[src/hdl/eeprom_gate_pkg.sv]
/*
  shared constants, state types and pin bundles for the latched
  nonvolatile memory update controller and its write strobe gate.
  assumes one 50 MHz clock and byte-wide memories of 2k locations.
*/
package eeprom_gate_pkg;

  // ****************************************
  // clock and timing
  // ****************************************
  localparam int CLK_PERIOD_NS = 20;
  localparam int TWP_MS        = 10;    // write pulse time
  localparam int TWR_NS        = 1000;  // write recovery between reads
  localparam int TACC_NS       = 350;   // read access allowance
  localparam int ADDR_SETUP_NS = 40;    // address settle before write
  localparam int SYNC_STAGES   = 3;

  // least time in ns to whole clock cycles, never below one
  function automatic int ns_to_cyc(input int ns);
    int c;
    c = (ns + CLK_PERIOD_NS - 1) / CLK_PERIOD_NS;
    return (c < 1) ? 1 : c;
  endfunction

  // ****************************************
  // widths and values
  // ****************************************
  localparam int ADDR_W = 11;
  localparam int DATA_W = 8;
  localparam int DEV_W  = 1;
  localparam int N_DEV  = 1 << DEV_W;
  localparam int CNT_W  = 24;
  localparam logic [DATA_W-1:0] ERASE_BYTE = 8'hff;

  // ****************************************
  // types
  // ****************************************
  typedef enum logic [7:0] {
    ST_IDLE   = 8'h01,
    ST_SETUP  = 8'h02,
    ST_STROBE = 8'h04,
    ST_PULSE  = 8'h08,
    ST_TERM   = 8'h10,
    ST_RECOV  = 8'h20,
    ST_VERIFY = 8'h40,
    ST_DONE   = 8'h80
  } ctrl_state_t;

  typedef struct packed {
    ctrl_state_t       state;
    logic [CNT_W-1:0]  cnt;
    logic              erase;
    logic [ADDR_W-1:0] addr;
    logic [DEV_W-1:0]  dev;
    logic [DATA_W-1:0] wdata;
    logic [DATA_W-1:0] dout;
    logic [DATA_W-1:0] rdata;
    logic              ok;
    logic              done;
    logic              sel;
    logic              rd;
    logic              wr;
    logic [DATA_W-1:0] sync0;
    logic [DATA_W-1:0] sync1;
    logic [DATA_W-1:0] sync2;
  } ctrl_regs_t;

  typedef struct packed {
    logic we_low;
  } gate_regs_t;

  typedef struct packed {
    logic [ADDR_W-1:0] addr;
    logic [DATA_W-1:0] dout;
    logic              dout_oe;
    logic [N_DEV-1:0]  cs_n;
    logic              ce_n;
    logic              oe_n;
    logic              we_n;
  } mem_pins_t;

endpackage

[src/hdl/eeprom_update_ctrl.sv]
/*
  byte update controller for a latched nonvolatile memory: erase,
  timed write pulse, terminating read, recovery and verify read.
  assumes the memory pins connect directly and memory data returns
  asynchronously on mem_dq_i.
*/
`timescale 1ns/1ps

// Summary of operation
// - each byte is erased before new data is written
// - erase is a normal write carrying the all-ones byte
// - address and select settle before the write command starts
// - selected write command sets the latch, pulling strobe low
// - strobe stays low for the whole timed write pulse
// - any read of the selected memory clears the latch
// - a verify read follows the ending read after recovery time
// - erase, wait, read, write data, wait, read, verify read
// - one latch for all devices, select is OR of chip selects
// - address held stable apart from data lines
// - chip enable follows select, output enable follows read
// - output enable rises at terminating read end, chip enable holds
// - system reset clears the strobe latch
module eeprom_update_ctrl #(
  parameter int TWP_CYC =
    (eeprom_gate_pkg::TWP_MS * 1000000 + eeprom_gate_pkg::CLK_PERIOD_NS - 1)
    / eeprom_gate_pkg::CLK_PERIOD_NS
) (
  input  wire logic                                clk_i,
  input  wire logic                                rstn_i,
  input  wire logic                                req_i,
  input  wire logic [eeprom_gate_pkg::ADDR_W-1:0]  addr_i,
  input  wire logic [eeprom_gate_pkg::DEV_W-1:0]   dev_i,
  input  wire logic [eeprom_gate_pkg::DATA_W-1:0]  wdata_i,
  output logic                                     ready_o,
  output logic                                     done_o,
  output logic                                     ok_o,
  output logic [eeprom_gate_pkg::DATA_W-1:0]       rdata_o,
  input  wire logic [eeprom_gate_pkg::DATA_W-1:0]  mem_dq_i,
  output eeprom_gate_pkg::mem_pins_t               mem_o
);

  localparam int SETUP_CYC = eeprom_gate_pkg::ns_to_cyc(eeprom_gate_pkg::ADDR_SETUP_NS);
  localparam int TWR_CYC   = eeprom_gate_pkg::ns_to_cyc(eeprom_gate_pkg::TWR_NS);
  localparam int RD_CYC    = eeprom_gate_pkg::ns_to_cyc(eeprom_gate_pkg::TACC_NS)
                             + eeprom_gate_pkg::SYNC_STAGES;

  eeprom_gate_pkg::ctrl_regs_t s_reg;
  eeprom_gate_pkg::ctrl_regs_t s_next;
  logic                        array_select;
  logic                        we_n;

  // ****************************************
  // sequencer
  // ****************************************
  always_comb begin
    s_next       = s_reg;
    s_next.done  = 1'b0;
    s_next.sync0 = mem_dq_i;  // pin data through three stages
    s_next.sync1 = s_reg.sync0;
    s_next.sync2 = s_reg.sync1;
    case (s_reg.state)
      eeprom_gate_pkg::ST_IDLE: begin
        if (req_i) begin
          s_next.addr  = addr_i;
          s_next.dev   = dev_i;
          s_next.wdata = wdata_i;
          s_next.erase = 1'b1;
          s_next.dout  = eeprom_gate_pkg::ERASE_BYTE;
          s_next.sel   = 1'b1;
          s_next.cnt   = CNT_W_CAST(SETUP_CYC - 1);
          s_next.state = eeprom_gate_pkg::ST_SETUP;
        end
      end
      eeprom_gate_pkg::ST_SETUP: begin
        if (s_reg.cnt == '0) begin
          s_next.wr    = 1'b1;
          s_next.state = eeprom_gate_pkg::ST_STROBE;
        end else begin
          s_next.cnt = s_reg.cnt - 1'b1;
        end
      end
      eeprom_gate_pkg::ST_STROBE: begin
        s_next.wr    = 1'b0;
        s_next.cnt   = CNT_W_CAST(TWP_CYC - 1);
        s_next.state = eeprom_gate_pkg::ST_PULSE;
      end
      eeprom_gate_pkg::ST_PULSE: begin
        if (s_reg.cnt == '0) begin
          s_next.rd    = 1'b1;
          s_next.cnt   = CNT_W_CAST(RD_CYC - 1);
          s_next.state = eeprom_gate_pkg::ST_TERM;
        end else begin
          s_next.cnt = s_reg.cnt - 1'b1;
        end
      end
      eeprom_gate_pkg::ST_TERM: begin
        if (s_reg.cnt == '0) begin
          s_next.rd    = 1'b0;
          s_next.cnt   = CNT_W_CAST(TWR_CYC - 1);
          s_next.state = eeprom_gate_pkg::ST_RECOV;
        end else begin
          s_next.cnt = s_reg.cnt - 1'b1;
        end
      end
      eeprom_gate_pkg::ST_RECOV: begin
        if (s_reg.cnt != '0) begin
          s_next.cnt = s_reg.cnt - 1'b1;
        end else if (s_reg.erase) begin
          s_next.erase = 1'b0;
          s_next.dout  = s_reg.wdata;
          s_next.cnt   = CNT_W_CAST(SETUP_CYC - 1);
          s_next.state = eeprom_gate_pkg::ST_SETUP;
        end else begin
          s_next.rd    = 1'b1;
          s_next.cnt   = CNT_W_CAST(RD_CYC - 1);
          s_next.state = eeprom_gate_pkg::ST_VERIFY;
        end
      end
      eeprom_gate_pkg::ST_VERIFY: begin
        if (s_reg.cnt != '0) begin
          s_next.cnt = s_reg.cnt - 1'b1;
        end else if (s_reg.sync1 == s_reg.sync2) begin
          s_next.rdata = s_reg.sync2;
          s_next.ok    = (s_reg.sync2 == s_reg.wdata);
          s_next.rd    = 1'b0;
          s_next.sel   = 1'b0;
          s_next.done  = 1'b1;
          s_next.state = eeprom_gate_pkg::ST_DONE;
        end
      end
      eeprom_gate_pkg::ST_DONE: begin
        s_next.state = eeprom_gate_pkg::ST_IDLE;
      end
      default: begin
        s_next.state = eeprom_gate_pkg::ST_IDLE;
      end
    endcase
  end

  // size cast for counter loads
  function automatic logic [eeprom_gate_pkg::CNT_W-1:0] CNT_W_CAST(input int v);
    return v[eeprom_gate_pkg::CNT_W-1:0];
  endfunction

  always_ff @(posedge clk_i or negedge rstn_i) begin
    if (!rstn_i) begin
      s_reg       <= '0;
      s_reg.state <= eeprom_gate_pkg::ST_IDLE;
    end else begin
      s_reg <= s_next;
    end
  end

  // ****************************************
  // memory pins
  // ****************************************
  // select is OR of chip selects
  assign array_select = |(~mem_o.cs_n);

  strobe_gate u_gate (
    .clk_i          (clk_i),
    .rstn_i         (rstn_i),
    .array_select_i (array_select),
    .mem_wr_i       (s_reg.wr),
    .mem_rd_i       (s_reg.rd),
    .we_n_o         (we_n)
  );

  always_comb begin
    mem_o.addr    = s_reg.addr;
    mem_o.dout    = s_reg.dout;
    mem_o.dout_oe = (s_reg.state == eeprom_gate_pkg::ST_SETUP)
                    || (s_reg.state == eeprom_gate_pkg::ST_STROBE)
                    || (s_reg.state == eeprom_gate_pkg::ST_PULSE);
    mem_o.cs_n    = s_reg.sel ? ~(eeprom_gate_pkg::N_DEV'(1) << s_reg.dev)
                              : '1;
    mem_o.ce_n    = ~s_reg.sel;
    mem_o.oe_n    = ~(s_reg.sel && s_reg.rd);
    mem_o.we_n    = we_n;
  end

  // user side
  assign ready_o = (s_reg.state == eeprom_gate_pkg::ST_IDLE);
  assign done_o  = s_reg.done;
  assign ok_o    = s_reg.ok;
  assign rdata_o = s_reg.rdata;
endmodule

[src/hdl/strobe_gate.sv]
/*
  set/reset latch holding the memory write strobe low.
  assumes read and write commands come from logic on the same clock.
*/
`timescale 1ns/1ps
module strobe_gate (
  input  wire logic clk_i,
  input  wire logic rstn_i,
  input  wire logic array_select_i,
  input  wire logic mem_wr_i,
  input  wire logic mem_rd_i,
  output logic      we_n_o
);

  eeprom_gate_pkg::gate_regs_t s_reg;
  eeprom_gate_pkg::gate_regs_t s_next;

  // latch set and reset
  always_comb begin
    s_next = s_reg;
    if (array_select_i && mem_rd_i) begin
      s_next.we_low = 1'b0;
    end else if (array_select_i && mem_wr_i) begin
      s_next.we_low = 1'b1;
    end
  end

  always_ff @(posedge clk_i or negedge rstn_i) begin
    if (!rstn_i) begin
      s_reg <= '0;
    end else begin
      s_reg <= s_next;
    end
  end

  assign we_n_o = ~s_reg.we_low;
endmodule
[config.mk]
export PLATFORM = sky130hd
export DESIGN_NAME = eeprom_update_ctrl
export DESIGN_NICKNAME = d
export VERILOG_FILES = /design/src/hdl/eeprom_gate_pkg.sv /design/src/hdl/eeprom_update_ctrl.sv /design/src/hdl/strobe_gate.sv
export SDC_FILE = /design/constraint.sdc
export NUM_CORES = 1
export LEC_CHECK = 0
export ABC_AREA = 0
export BUFFER_PORTS_ARGS = -buffer_cell sky130_fd_sc_hd__buf_2
export CORE_MARGIN = 2
export CORE_UTILIZATION = 38
export CTS_CLUSTER_DIAMETER = 120
export DETAILED_ROUTE_END_ITERATION = 12
export GPL_ROUTABILITY_DRIVEN = 0
export PLACE_DENSITY = 0.62
export SLEW_MARGIN = 5
export SYNTH_ARGS = -nofsm -noshare
export SYNTH_HDL_FRONTEND = slang
export SYNTH_SLANG_ARGS = --single-unit
[constraint.sdc]
create_clock -name clk_i -period 6.25 [get_ports clk_i]
set_input_delay 1.25 -clock clk_i [delete_from_list [all_inputs] [get_ports clk_i]]
set_output_delay 1.25 -clock clk_i [all_outputs]
set_load 0.02 [all_outputs]
==> impl_metrics.ini <==
[status]
status = finished, final reports clean

[cts]
clk_pin_slew_ns = 0.07
cts_sinks = 99
cts.repair.resized = 0
root_buffer = clkbuf_16
post_cts_buffers = 0
cts_tree = built
cts_buffers = 9
clockBufferDepth = 2
h-tree-depth = 3
ctsHoldBuffers = 0
clk_latency_ns = 0.35

[placed_design]
io_buffers = 66
dpl.hpwl_um = 7440
pre_cts_ws_ns = 2.95

[timing]
slew_headroom = 0.274
setup_viol = 0
max_freq_mhz = 280
period_minus_slack_ns = 3.57
min_period_over_period = 0.572
worst_pin_slew_ns = 1.08
setup_slack_ns = 2.68
drv_slew = 0
fin_skew_ns = 0.00778
finalHoldViolCount = 0
fin_tns_setup_ns = 0
rsz0062_at_grt = no

[worst_hold_path]
hold_path_class = reg2reg

[yosys]
yosys.area.top_type_share = 0.502
synth_area_um2 = 4880
synth_ff_type = dfrtp_1
synthTopCellsByArea = dfrtp_1 (50%), mux2_2 (7.2%), buf_4 (4.5%)
synth-edff-count = 0
seq_area_frac_synth = 0.508
avgSynthCellArea_um2 = 10.5
synth_cells = 463
yosysTopAreaCell = dfrtp_1
async_flop_share = 1.00
yosys_warnings = 0
synthesis.nets = 496
yosys.cell_types.count = 60
ys_ff_latch = 99

[critical_path]
worstPathArrival_ns = 2.32
startpoint_type = flop
cp.required_ns = 5.00
worstPathCellList = or4_1 -> o31ai_1 -> buf_2
cpPeakStageDelay_ns = 0.74
crit_fanout = 12
path_class = reg2out
crit_family = simple AND/OR/NAND/NOR gates
crit_buf_inv = 1
crit_path_end_kind = output port
cpMaxStageDelayCell = or4_1

[global_route]
grt_pass1_wl_um = 17900
overflow = 0
grtUsageTotal = 0.161
grt_pass1_vias = 3544
antenna_found_initial = 0
grt_max_degree = 83

[detailed_routing]
drtIter0Drc = 208
drtPass1Iterations = 4
wl_met2_um = 5290
num_vias = 3469
routedLengthMet1_um = 4650
dr.max_layer_used = met4
via_per_inst = 5.18
wl_um = 10500
wl_met3_um = 490
drc = 0
ant_nets = 0
routedWlPerCell_um = 15.7

[power_and_ir_drop]
combinationalPowerShare = 0.428
intPower_uw = 1620
cellPowerDensity_nw_per_um2 = 502
clock_power_share = 0.220
p_switching_uw = 1120
irDropWorstVdd_mv = 0.273
leakage_uw = 0.00245
seqPwrFrac = 0.352
swShare = 0.409

[die]
die_w_um = 117
dieArea_um2 = 13800
start_util = 0.388
rows = 41
die_h_um = 117
boundaryPins = 67
core-area_um2 = 12600

[final_layout]
drive_gt1_frac = 0.271
n_fill_cell = 1208
diodes = 0
largest_reg_flops = 53
fin_util = 0.434
nets = 526
area_growth_pct = 11.7

[job]
cap_violations = 0
==> placed cells by master (no fill, tap or decap), drive strengths merged, types with 7 or more instances in the layout <==
cell type and n:
mux2 31, a21oi 37, dfrtp 98, nand3 10, nand4 9, xnor2 18
nor3 11, mux2i 9, clkbuf 10, nand2 25, nor4 8, nor2 41
buf 69, o21ai 17, or3 7, inv 22
==> synthesized netlist by cell type (9+ instances only) <==
cell / number
clkbuf_1: 12
a21oi_1: 35
nand2_1: 25
nand3_1: 10
mux2_2: 31
buf_4: 29
nand4_1: 9
dfrtp_1: 98
mux2i_1: 9
nor3_1: 11
nor2_1: 39
inv_1: 19
xnor2_1: 18
o21ai_0: 11
==> cell type report <==
type,instances,area [um2],area share
clock buffers,10,229,0.0420
clock inverters,6,93.8,0.0172
inverters,19,71.3,0.0131
multi-input cells,295,2010,0.369
flip-flops and latches,99,2480,0.454
well taps,172,215,0.0395
repair buffers,69,355,0.0652
==> metrics by stage <==
stage | total power [uW] | hold WS (ns) | area, um2 | cells
floorplan | 1930 | 0.331 | 4880 | 463
global placement | 2120 | 0.333 | 5130 | 654
detailed placement | 2150 | 0.335 | 5130 | 654
CTS | 2760 | 0.350 | 5450 | 670
global route | 2950 | 0.360 | 5450 | 670
finish | 2740 | 0.349 | 5450 | 670
==> power groups by stage <==
stage          Clock [uW]  Combinational, uW  Sequential (uW)
6_report              602               1170              964
4_1_cts               616               1180              963
3_3_place_gp            0               1150              966
3_5_place_dp            0               1170              973
5_1_grt               647               1310              992
2_1_floorplan           0               1010              916
==> path summary, 6_finish.rpt <==
path / start / endpoint / slack (ns) / cells past startpoint
min reg2reg: s_next[10] / s_next[2] / 0.35 / 0
min in group asynchronous: rstn_i / s_reg[73] / 0.76 / 1
max in group asynchronous: rstn_i / s_reg[66] / 4.20 / 2
max reg2reg: s_reg[77] / rdata_o[7] / 2.95 / 7
min: s_next[10] / s_next[2] / 0.35 / 0
max: s_reg[91] / mem_o[5] / 2.68 / 3
==> per-layer routing <==
| layer | vias to the layer above | global-route usage |
|---|---|---|
| met5 | - | 0 |
| met4 | 0 | 0.0392 |
| met3 | 10 | 0.0462 |
| met2 | 83 | 0.272 |
| met1 | 1708 | 0.205 |
| li1 | 1668 | - |
==> cells by family after synthesis <==
kind of cell	count (synthesis)	synth area share
compound gates	90	0.123
xor+xnor	22	0.0395
fa+ha+maj	2	0.00513
buf+inv	69	0.0815
flops	99	0.508
mux	40	0.0900
simple gates	141	0.153
Note: power is estimated with default switching activity, not from simulation.
